**src/rtl/can_phy_pkg.sv**
```systemverilog
package can_phy_pkg;

   // ==========================================================
   // Timing
   localparam int CLK_PERIOD_NS = 5;
   localparam int HOLD_TIME_US = 50;
   localparam int HOLD_CYCLES =
      (HOLD_TIME_US * 1000 + CLK_PERIOD_NS - 1) / CLK_PERIOD_NS;
   localparam logic [2:0] TX_EDGES_BEFORE_FAULT = 3'h4;

   // ==========================================================
   // Register map
   localparam logic [7:0] CTRL_OFFSET = 8'h00;
   localparam logic [7:0] STATUS_OFFSET = 8'h04;
   localparam int CTRL_SERIAL_BIT = 0;
   localparam logic CTRL_SERIAL_RESET = 1'b0;

   // STATUS field positions
   localparam int ST_MODE_LSB = 0;
   localparam int ST_BATFAIL_BIT = 4;
   localparam int ST_WAKE_BIT = 5;
   localparam int ST_WAKE_LOCAL_BIT = 6;
   localparam int ST_RAIL_BIT = 7;
   localparam int ST_SLEW_LSB = 8;
   localparam int ST_TXCNT_LSB = 12;

   // ==========================================================
   // Serial frame
   localparam int SERIAL_WIDTH = 8;
   localparam int CMD_SLEW_LSB = 0;
   localparam logic [1:0] SLEW_RESET = 2'h0;
   localparam logic [1:0] SLEW_MAX = 2'h2;
   localparam logic BATFAIL_RESET = 1'b1;

   // ==========================================================
   // Types
   typedef enum logic [2:0] {
      MODE_STANDBY,
      MODE_NORMAL,
      MODE_LISTEN,
      MODE_GOTOSLEEP,
      MODE_SLEEP
   } op_mode_t;

   typedef struct packed {
      logic psel;
      logic penable;
      logic pwrite;
      logic [7:0] paddr;
      logic [31:0] pwdata;
   } apb_req_t;

   typedef struct packed {
      logic pready;
      logic pslverr;
      logic [31:0] prdata;
   } apb_rsp_t;

endpackage

```
**src/rtl/can_transceiver_mode_diag.sv**
```systemverilog
`timescale 1ns/1ps
// What this block does
// RULE1: TX low drives bus dominant
// RULE2: TX high leaves bus recessive
// RULE3: RX low when dominant, high when recessive
// RULE4: RX is active-low wake flag in low power
// RULE5: Three slew settings, chosen over serial port
// RULE6: Mode pin A is serial data in
// RULE7: Fault pin is serial data out
// RULE8: Mode pin B is serial clock
// RULE9: Both sides shift at serial clock rise
// RULE10: Supply control low requests external shutdown
// RULE11: Fault pin active low, content follows mode
// RULE12: Local wake edge of either sense wakes
// RULE13: Sleep only with supply-loss and wake cleared
// RULE14: Supply control high signals wake in sleep
// RULE15: Wake source shown until fourth TX rise
// RULE16: Rail back on battery recovery or mode change
// RULE17: Pins high enter normal, clear supply-loss
// RULE18: Pins low-high give listen-only, no drive
// RULE19: Pins high-low go-to-sleep, sleep after hold
// RULE20: Standby first after power-up
// RULE21: Both pins low enter standby
module can_transceiver_mode_diag
   import can_phy_pkg::*;
#(
   parameter int HOLD_COUNT = HOLD_CYCLES
) (
   input wire logic SYS_CLK,
   input wire logic RSTN,
   input can_phy_pkg::apb_req_t APB_REQ,
   output can_phy_pkg::apb_rsp_t APB_RSP,
   input wire logic TX_DATA,
   output logic RX_DATA,
   input wire logic MODE_PIN_A,
   input wire logic MODE_PIN_B,
   output logic FAULT_N,
   output logic EXT_SUPPLY_CTL,
   input wire logic LOCAL_WAKE,
   input wire logic CAN_WAKE_SEEN,
   output logic BUS_DRIVE_DOMINANT,
   input wire logic BUS_IS_DOMINANT,
   output logic [1:0] SLEW_SEL,
   input wire logic BATTERY_FEED_LOW,
   input wire logic UNDERVOLT_SHUTDOWN,
   output logic RAIL_ENABLE,
   input wire logic BUS_FAILURE,
   input wire logic LOCAL_FAILURE
);
   import can_phy_pkg::*;

   localparam int HW = $clog2(HOLD_COUNT + 1);

   // ==========================================================
   // State
   op_mode_t mode_reg, mode_next;
   logic from_normal_reg;
   logic serial_en_reg;
   logic [1:0] slew_reg;
   logic batfail_reg;
   logic wake_reg;
   logic wake_local_reg;
   logic [2:0] txcnt_reg;
   logic [HW-1:0] hold_reg;
   logic rail_reg;
   logic tx_prev_reg, wake_prev_reg, sclk_prev_reg, batlow_prev_reg;
   logic [1:0] pins_prev_reg;
   logic started_reg;
   logic rx_reg, fault_reg, ext_reg, drive_reg;

   // ==========================================================
   // Pin decoding
   wire [1:0] pins = {MODE_PIN_A, MODE_PIN_B};
   wire static_ctl = !serial_en_reg;
   wire sclk_rise = serial_en_reg && MODE_PIN_B && !sclk_prev_reg; // [RULE8]
   wire tx_rise = TX_DATA && !tx_prev_reg;
   wire local_edge = started_reg && (LOCAL_WAKE != wake_prev_reg); // [RULE12]
   wire pins_changed = started_reg && (pins != pins_prev_reg);
   wire bat_recover = batlow_prev_reg && !BATTERY_FEED_LOW;
   wire low_power = (mode_reg == MODE_STANDBY) ||
      (mode_reg == MODE_GOTOSLEEP) || (mode_reg == MODE_SLEEP);
   wire local_wake_ok = low_power && local_edge;
   wire can_wake_ok = CAN_WAKE_SEEN &&
      ((mode_reg == MODE_STANDBY) || (mode_reg == MODE_SLEEP));
   wire flags_clear = !batfail_reg && !wake_reg;
   wire hold_done = (hold_reg == HW'(HOLD_COUNT));
   wire leave_normal = (mode_reg == MODE_NORMAL) &&
      (mode_next != MODE_NORMAL);
   wire enter_normal = (mode_reg != MODE_NORMAL) &&
      (mode_next == MODE_NORMAL);
   wire src_phase = (txcnt_reg < TX_EDGES_BEFORE_FAULT);

   // ==========================================================
   // Serial port
   logic serial_out, serial_done;
   logic [SERIAL_WIDTH-1:0] serial_cmd;
   wire [SERIAL_WIDTH-1:0] serial_status = {1'b0, LOCAL_FAILURE,
      BUS_FAILURE, wake_local_reg, wake_reg, batfail_reg, slew_reg};
   wire [1:0] cmd_slew = serial_cmd[CMD_SLEW_LSB +: 2];

   pseudo_serial_port #(
      .WIDTH(SERIAL_WIDTH)
   ) u_serial (
      .clk(SYS_CLK),
      .rstn(RSTN),
      .enable(serial_en_reg),
      .sclk_rise(sclk_rise), // [RULE9]
      .sdi(MODE_PIN_A), // [RULE6]
      .load_data(serial_status),
      .sdo(serial_out),
      .frame_done(serial_done),
      .rx_word(serial_cmd)
   );

   // ==========================================================
   // Mode sequencing
   always_comb begin
      mode_next = mode_reg;
      if (mode_reg == MODE_SLEEP) begin
         if (local_wake_ok || can_wake_ok)
            mode_next = MODE_STANDBY;
      end else if (static_ctl) begin
         unique case (pins)
            2'b11: mode_next = MODE_NORMAL; // [RULE17]
            2'b01: mode_next = MODE_LISTEN; // [RULE18]
            2'b00: mode_next = MODE_STANDBY; // [RULE21]
            2'b10: begin
               mode_next = MODE_GOTOSLEEP; // [RULE19]
               if (mode_reg == MODE_GOTOSLEEP && hold_done && flags_clear)
                  mode_next = MODE_SLEEP; // [RULE13]
            end
         endcase
      end
   end

   always_ff @(posedge SYS_CLK or negedge RSTN) begin
      if (!RSTN) begin
         mode_reg <= MODE_STANDBY; // [RULE20]
         from_normal_reg <= 1'b0;
         hold_reg <= '0;
      end else begin
         mode_reg <= mode_next;
         if (mode_next == MODE_LISTEN && mode_reg != MODE_LISTEN)
            from_normal_reg <= (mode_reg == MODE_NORMAL);
         if (mode_reg == MODE_GOTOSLEEP && mode_next == MODE_GOTOSLEEP)
            hold_reg <= hold_done ? hold_reg : hold_reg + 1'b1; // [RULE19]
         else
            hold_reg <= '0;
      end
   end

   // ==========================================================
   // Flags
   always_ff @(posedge SYS_CLK or negedge RSTN) begin
      if (!RSTN) begin
         batfail_reg <= BATFAIL_RESET;
         wake_reg <= 1'b0;
         wake_local_reg <= 1'b0;
         slew_reg <= SLEW_RESET;
         txcnt_reg <= '0;
      end else begin
         if (BATTERY_FEED_LOW)
            batfail_reg <= 1'b1;
         else if (enter_normal)
            batfail_reg <= 1'b0; // [RULE17]
         if (local_wake_ok || can_wake_ok) begin
            wake_reg <= 1'b1;
            wake_local_reg <= local_wake_ok;
         end else if (leave_normal || serial_done) begin
            wake_reg <= 1'b0;
         end
         if (serial_done && cmd_slew <= SLEW_MAX)
            slew_reg <= cmd_slew; // [RULE5]
         if (enter_normal)
            txcnt_reg <= '0;
         else if (mode_reg == MODE_NORMAL && tx_rise && src_phase)
            txcnt_reg <= txcnt_reg + 1'b1; // [RULE15]
      end
   end

   // ==========================================================
   // Rail and edge history
   always_ff @(posedge SYS_CLK or negedge RSTN) begin
      if (!RSTN) begin
         rail_reg <= 1'b1;
         tx_prev_reg <= 1'b1;
         wake_prev_reg <= 1'b0;
         sclk_prev_reg <= 1'b0;
         batlow_prev_reg <= 1'b0;
         pins_prev_reg <= 2'h0;
         started_reg <= 1'b0;
      end else begin
         if (UNDERVOLT_SHUTDOWN)
            rail_reg <= 1'b0;
         else if (bat_recover || (static_ctl && pins_changed))
            rail_reg <= 1'b1; // [RULE16]
         tx_prev_reg <= TX_DATA;
         wake_prev_reg <= LOCAL_WAKE;
         sclk_prev_reg <= MODE_PIN_B;
         batlow_prev_reg <= BATTERY_FEED_LOW;
         pins_prev_reg <= pins;
         started_reg <= 1'b1;
      end
   end

   // ==========================================================
   // Pin outputs
   logic fault_next;
   always_comb begin
      fault_next = 1'b1;
      unique case (mode_reg)
         MODE_NORMAL:
            fault_next = src_phase ? !wake_local_reg : !BUS_FAILURE;
         MODE_LISTEN:
            fault_next = from_normal_reg ? !LOCAL_FAILURE : !batfail_reg;
         MODE_STANDBY, MODE_GOTOSLEEP, MODE_SLEEP:
            fault_next = !wake_reg;
      endcase
   end

   wire drive_next = (mode_reg == MODE_NORMAL) && !TX_DATA; // [RULE1] [RULE2]
   wire rx_next = low_power ? !wake_reg : !BUS_IS_DOMINANT; // [RULE3] [RULE4]
   wire ext_next = (mode_reg != MODE_SLEEP) || wake_reg; // [RULE10] [RULE14]

   always_ff @(posedge SYS_CLK or negedge RSTN) begin
      if (!RSTN) begin
         drive_reg <= 1'b0;
         rx_reg <= 1'b1;
         fault_reg <= 1'b1;
         ext_reg <= 1'b1;
      end else begin
         drive_reg <= drive_next;
         rx_reg <= rx_next;
         fault_reg <= serial_en_reg ? serial_out : fault_next; // [RULE7] [RULE11]
         ext_reg <= ext_next;
      end
   end

   assign BUS_DRIVE_DOMINANT = drive_reg;
   assign RX_DATA = rx_reg;
   assign FAULT_N = fault_reg;
   assign EXT_SUPPLY_CTL = ext_reg;
   assign SLEW_SEL = slew_reg;
   assign RAIL_ENABLE = rail_reg;

   // ==========================================================
   // APB slave, zero wait states
   wire sel_ctrl = APB_REQ.paddr == CTRL_OFFSET;
   wire sel_status = APB_REQ.paddr == STATUS_OFFSET;
   wire mapped = sel_ctrl || sel_status;
   wire access = APB_REQ.psel && APB_REQ.penable;
   wire ctrl_wr = access && APB_REQ.pwrite && sel_ctrl;
   wire [31:0] ctrl_word = {31'h0, serial_en_reg};
   wire [31:0] status_word = {17'h0, txcnt_reg, 2'h0, slew_reg,
      rail_reg, wake_local_reg, wake_reg, batfail_reg, 1'b0, mode_reg};
   wire [31:0] read_word = sel_ctrl ? ctrl_word :
      sel_status ? status_word : 32'h0;

   always_ff @(posedge SYS_CLK or negedge RSTN) begin
      if (!RSTN)
         serial_en_reg <= CTRL_SERIAL_RESET;
      else if (ctrl_wr)
         serial_en_reg <= APB_REQ.pwdata[CTRL_SERIAL_BIT];
   end

   assign APB_RSP.pready = 1'b1;
   assign APB_RSP.pslverr = access && !mapped;
   assign APB_RSP.prdata = (access && !APB_REQ.pwrite) ? read_word : 32'h0;

   // ==========================================================
   // Checks
   AST_DRIVE_DOM: assert property (@(posedge SYS_CLK) disable iff (!RSTN)
      (mode_reg == MODE_NORMAL && !TX_DATA) |=> BUS_DRIVE_DOMINANT) // [RULE1]
      else $error("bus not dominant for tx low");
   AST_DRIVE_REC: assert property (@(posedge SYS_CLK) disable iff (!RSTN)
      TX_DATA |=> !BUS_DRIVE_DOMINANT) // [RULE2]
      else $error("bus driven for tx high");
   AST_RX_FOLLOW: assert property (@(posedge SYS_CLK) disable iff (!RSTN)
      (mode_reg == MODE_NORMAL) |=> (RX_DATA == !$past(BUS_IS_DOMINANT))) // [RULE3]
      else $error("rx does not follow bus");
   AST_RX_WAKE: assert property (@(posedge SYS_CLK) disable iff (!RSTN)
      (mode_reg == MODE_STANDBY && wake_reg) |=> !RX_DATA) // [RULE4]
      else $error("rx misses wake flag");
   AST_SLEW_RANGE: assert property (@(posedge SYS_CLK) disable iff (!RSTN)
      SLEW_SEL <= SLEW_MAX) // [RULE5]
      else $error("illegal slew setting");
   AST_SERIAL_OUT: assert property (@(posedge SYS_CLK) disable iff (!RSTN)
      serial_en_reg |=> (FAULT_N == $past(serial_out))) // [RULE7]
      else $error("fault pin not serial data");
   AST_SUPPLY_SLEEP: assert property (@(posedge SYS_CLK) disable iff (!RSTN)
      (mode_reg == MODE_SLEEP && !wake_reg) |=> !EXT_SUPPLY_CTL) // [RULE10]
      else $error("supply not released in sleep");
   AST_SLEEP_GATE: assert property (@(posedge SYS_CLK) disable iff (!RSTN)
      (mode_reg == MODE_GOTOSLEEP && (batfail_reg || wake_reg))
      |=> mode_reg != MODE_SLEEP) // [RULE13]
      else $error("sleep entered with flags set");
   AST_WAKE_EXIT: assert property (@(posedge SYS_CLK) disable iff (!RSTN)
      (mode_reg == MODE_SLEEP && local_edge) |=> mode_reg == MODE_STANDBY) // [RULE12]
      else $error("local wake ignored in sleep");
   AST_NORMAL_CLR: assert property (@(posedge SYS_CLK) disable iff (!RSTN)
      (enter_normal && !BATTERY_FEED_LOW) |=> !batfail_reg ##1 
      (txcnt_reg == 3'h0 || mode_reg != MODE_NORMAL || tx_prev_reg)) // [RULE17]
      else $error("normal entry did not clear supply loss");
   AST_TX_CNT: assert property (@(posedge SYS_CLK) disable iff (!RSTN)
      txcnt_reg <= TX_EDGES_BEFORE_FAULT) // [RULE15]
      else $error("tx edge count overrun");
   AST_LISTEN_NODRV: assert property (@(posedge SYS_CLK) disable iff (!RSTN)
      (mode_reg == MODE_LISTEN) |=> !BUS_DRIVE_DOMINANT) // [RULE18]
      else $error("bus driven in listen only");

   COV_SLEEP: cover property (@(posedge SYS_CLK) disable iff (!RSTN)
      mode_reg == MODE_GOTOSLEEP ##1 mode_reg == MODE_SLEEP);
   COV_WAKE: cover property (@(posedge SYS_CLK) disable iff (!RSTN)
      mode_reg == MODE_SLEEP ##1 mode_reg == MODE_STANDBY);
   COV_FRAME: cover property (@(posedge SYS_CLK) disable iff (!RSTN)
      serial_done);
   COV_FAULT_PHASE: cover property (@(posedge SYS_CLK) disable iff (!RSTN)
      mode_reg == MODE_NORMAL && txcnt_reg == TX_EDGES_BEFORE_FAULT);
endmodule

```
**src/rtl/pseudo_serial_port.sv**
```systemverilog
`timescale 1ns/1ps
module pseudo_serial_port #(
   parameter int WIDTH = 8
) (
   input wire logic clk,
   input wire logic rstn,
   input wire logic enable,
   input wire logic sclk_rise,
   input wire logic sdi,
   input wire logic [WIDTH-1:0] load_data,
   output logic sdo,
   output logic frame_done,
   output logic [WIDTH-1:0] rx_word
);
   localparam int CW = $clog2(WIDTH);
   localparam logic [CW-1:0] LAST = CW'(WIDTH - 1);

   logic [CW-1:0] cnt_reg;
   logic [WIDTH-1:0] tx_reg;
   logic [WIDTH-1:0] rx_reg;
   logic done_reg;
   wire first_bit = (cnt_reg == '0);
   wire last_bit = (cnt_reg == LAST);

   // ==========================================================
   // Shift on each serial clock rising edge
   always_ff @(posedge clk or negedge rstn) begin
      if (!rstn) begin
         cnt_reg <= '0;
         tx_reg <= '0;
         rx_reg <= '0;
         done_reg <= 1'b0;
      end else if (!enable) begin
         cnt_reg <= '0;
         done_reg <= 1'b0;
      end else begin
         done_reg <= sclk_rise && last_bit;
         if (sclk_rise) begin
            rx_reg <= {rx_reg[WIDTH-2:0], sdi};
            tx_reg <= first_bit ? load_data : {tx_reg[WIDTH-2:0], 1'b0};
            cnt_reg <= last_bit ? '0 : cnt_reg + 1'b1;
         end
      end
   end

   assign sdo = tx_reg[WIDTH-1];
   assign frame_done = done_reg;
   assign rx_word = rx_reg;
endmodule
```
**config.mk**
```make
export PLATFORM = sky130hd
export DESIGN_NAME = can_transceiver_mode_diag
export DESIGN_NICKNAME = d
export VERILOG_FILES = /design/src/rtl/can_phy_pkg.sv /design/src/rtl/can_transceiver_mode_diag.sv /design/src/rtl/pseudo_serial_port.sv
export SDC_FILE = /design/constraint.sdc
export NUM_CORES = 1
export LEC_CHECK = 0
export ABC_AREA = 1
export BUFFER_PORTS_ARGS = -buffer_cell sky130_fd_sc_hd__buf_2
export CORE_ASPECT_RATIO = 0.9
export CORE_MARGIN = 1.5
export CORE_UTILIZATION = 34
export DETAILED_ROUTE_END_ITERATION = 7
export GPL_TIMING_DRIVEN = 0
export PLACE_DENSITY = 0.58
export SLEW_MARGIN = 40
export SYNTH_ARGS = -nofsm -noshare
export SYNTH_HDL_FRONTEND = slang
export SYNTH_HIERARCHICAL = 1
export SYNTH_SLANG_ARGS = --single-unit
```
**constraint.sdc**
```tcl
create_clock -name SYS_CLK -period 2 [get_ports SYS_CLK]
set_input_delay 0.6 -clock SYS_CLK [delete_from_list [all_inputs] [get_ports SYS_CLK]]
set_output_delay 0.6 -clock SYS_CLK [all_outputs]
set_load 0.01 [all_outputs]
```
* After elaboration in Yosys (flattened, before gate mapping)
Cells that the tools add are included.
** Storage, ports and cells
- Flip-flop bits (word level) :: 53
- Input port bits :: 55
- Output and inout bits :: 41
** Operators by class
- Add/sub/neg operators :: 3
- Order comparisons :: 2
- Eq/ne operators :: 21
- Muxes and demuxes :: 28
- Reductions and logical operators :: 57
** Operators with widths (number)
- 15-bit two-way mux :: 3
- 14-bit two-way mux :: 2
- 3-bit two-way mux :: 9
- 1-bit logical AND :: 26
- 14-bit by 1-bit adder with 14-bit output (second input constant) :: 1
- 14-bit == test (second input constant) :: 1
- 1-bit zero test :: 13
- 3-bit by 2-bit == test with 1-bit output (second input constant) :: 4
- 3-bit one-hot mux with 4 select lines :: 1
- 1-bit two-way mux :: 11
- 8-bit by 3-bit == test with 1-bit output (second input constant) :: 1
- 8-bit zero test :: 1
- 1-bit logical OR :: 8
- 8-bit two-way mux :: 1
- 2-bit nonzero test :: 4
- 3-bit by 1-bit adder with 3-bit output (second input constant) :: 2
- 3-bit by 1-bit == test with 1-bit output (second input constant) :: 2
- 3-bit == test (second input constant) :: 2
- 3-bit zero test :: 2
- 3-bit by 1-bit inequality test with 1-bit output (second input constant) :: 2
- 2-bit == test (second input constant) :: 2
- 3-bit < comparator (second input constant) :: 1
- 3-bit by 2-bit inequality test with 1-bit output (second input constant) :: 1
- 3-bit inequality test (second input constant) :: 1
- other kinds (10) :: 10

* Longest topological paths before layout
- Depth in word-level cells :: 12
- Mapped depth :: 14
- Gate-level depth less buffers :: 14

* Hierarchy
The synthesis kept the hierarchy.
** Modules (own cells, without submodules)
- can_transceiver_mode_diag :: times used 1, cells each 282, area an instance 2428.6 µm², seq. area each 958.4 µm²
- pseudo_serial_port :: times used 1, cells each 117, area an instance 980.9 µm², seq. area each 500.5 µm²

* Worst setup path after synthesis
OpenSTA, ideal clock, no wires.
- Path kind :: input-to-output
- From :: input port APB_REQ[33] (netlist bit)
- To :: output port APB_RSP[0] (netlist bit)
- Arrival time :: 1.603 ns
- Path slack :: -0.203 ns
- Stages on the path :: 5
- Path through :: nor3_1 nand3_2 inv_1 nand2_1 a211oi_2
** RTL lines
- start, declared :: line can_transceiver_mode_diag.sv:31 : input can_phy_pkg::apb_req_t APB_REQ,
- end, declared :: line can_transceiver_mode_diag.sv:32 : output can_phy_pkg::apb_rsp_t APB_RSP,

==> key figures <==
Status
  • Status: finished with violations
  • Violated checks: negative setup slack

Critical path
  • R2r worst-path depth: 12
  • Reg2reg end: hold_reg[5]
  • Critical Path End Type: output pin
  • Startpoint types: input port
  • Arr. time, crit path: 1710 ps
  • Reg2Reg Setup Slack: 180 ps
  • CP required: 1400 ps
  • R2r startpoint: hold_reg[0]
  • Setup Crit Path Kind: in2out
  • Crit path max fanout: 2

Clock tree
  • Clock root cell: clkbuf_8
  • CTS Sinks: 52
  • CTS tree: yes
  • Max clock buf depth: 2
  • CTS clk-pin slew, worst paths: 110 ps
  • Clk_lat worst skew: 310 ps
  • H-tree levels: 2
  • Total CTS buffers: 5

Route
  • Drt pass-1 iters: 4
  • Total vias in the final route: 2515
  • WL/cell: 11.58 microns
  • Vias per std cell: 4.344
  • Residual DRC: 0
  • Final wirelength: 6.707 mm
  • First-iteration detailed-routing DRC count: 54
  • ANT nets after route: 0

Global route
  • Global-route wire length before repair: 11.31 mm
  • Global-route usage over all layers: 14.36%
  • Vias in the first global route: 2377
  • Maximum number of pins on one net before global-route repair: 53
  • Initial antenna violation count: 0
  • Grt ovf: 0

Floorplanning
  • Die span in y: 94.94 microns
  • Die W: 105.2 microns
  • I/O pin count: 96
  • Core Box Area: 9125 sq um
  • Site Rows: 33
  • Die area: 9982 sq um
  • Initial Utilization: 34.99%

Pwr
  • Final Power: 3.082 mW
  • PD cells: 780.0 nW/um^2
  • Leakage: 1.943 nW
  • Maximum vdd ir drop: 0.4450 mV

STA
  • Fin crit period: 2315 ps
  • RSZ-0062 raised after global routing: true
  • Worst slew pin tran: 683.7 ps
  • Final Hold Viols: 0
  • Setup WS post-layout: -314.9 ps
  • Final setup viols: 13
  • Max-slew violation count: 0
  • Rel. slew slack: 54.42%
  • Min Hold Slack: 315.1 ps
  • Period utilization: 115.7%
  • Post-Route Skew: 17.31 ps
  • FMAX: 0.4320 GHz

Min path
  • Type of the worst min-delay path: in2async

Cells and area
  • Final #Nets: 517
  • Most common cell after layout, fill and taps aside: nand2_1
  • Fill cells: 931
  • Max reg flops: 14
  • Antenna cells: 0
  • Commonest cells after routing, fill and taps aside: nand2_1, dfrtp_1, inv_1
  • Final Core Density: 43.30%
  • Area delta synth->final: 23.75%
  • Final Cell Area: 3951 sq um
  • Share of cells above drive strength 1: 39.17%

Yosys
  • Cell Area, Synth: 3193 sq um
  • Synth Area per Inst: 8.492 sq um
  • Synth Warn #: 6
  • Cells after Synth: 376

Placement
  • Place WS: -492.0 ps
  • Global placement routability congestion: 0.7954
  • DPL Wire Length: 5.011 mm
  • Placed Area: 3662 sq um
  • Number of buffers added on ports: 43

Job
  • Max-Cap Viols: 0
[worst max-delay path, stage by stage]
cell      delay, ps
buf_6            90
nor4_4          280
buf_4           180
buf_6            90
nand4_1          80
a211oi_2        230
buf_2           150
[timing repair]
action	4_1_cts	5_1_grt
endpoints found under the setup margin	12	13
hold buffers	0	0
pin swaps	11	8
setup buffers	5	3
gates resized for setup	18	10
cloned	1	0
[through the flow]
stage               std cells  setup TNS [ps]
floorplan                 397          -313.7
global placement          562           -4290
detailed placement        562           -4235
CTS                       576           -3308
global route              579           -4220
finish                    579           -3601
[cell type report]
type / count / area, sq um / area share [%]
multi-input cells: 257 / 1588 / 40.18
flip-flops and latches: 52 / 1309 / 33.12
repair buffers: 52 / 325.3 / 8.233
inverters: 61 / 246.5 / 6.238
plain buffers: 27 / 232.7 / 5.890
well taps: 122 / 152.6 / 3.863
clock buffers: 6 / 82.58 / 2.090
clock inverters: 2 / 15.01 / 0.3800
[power by group]
group          switching, mW  total, mW  leakage, nW  internal (mW)
Clock                  0.383      0.664       0.0434          0.282
Combinational          0.649       1.01         1.24          0.362
Sequential             0.137       1.41        0.662           1.27
Total                   1.17       3.08         1.94           1.91
[worst max path at each step]
stage	from	endpoint	slack, ps	cells after the start
after floorplan	APB_REQ[37]	APB_RSP[0]	-130	5
after global placement	APB_REQ[37]	APB_RSP[0]	-480	7
after CTS	APB_REQ[38]	APB_RSP[0]	-310	8
after detailed placement	APB_REQ[37]	APB_RSP[0]	-490	7
after global routing	APB_REQ[36]	APB_RSP[0]	-370	7
final	APB_REQ[36]	APB_RSP[0]	-310	7
[metal layers]
| layer | share of wire [%] | wire length, microns | GRT usage (%) |
|---|---|---|---|
| met1 | 49 | 3281 | 19.25 |
| met5 | 0 | 0 | 0 |
| met4 | 1.6 | 106 | 4.909 |
| met3 | 3.6 | 240 | 1.794 |
| met2 | 46 | 3078 | 24.07 |
No activity file was read; power rests on OpenSTA's default activity.
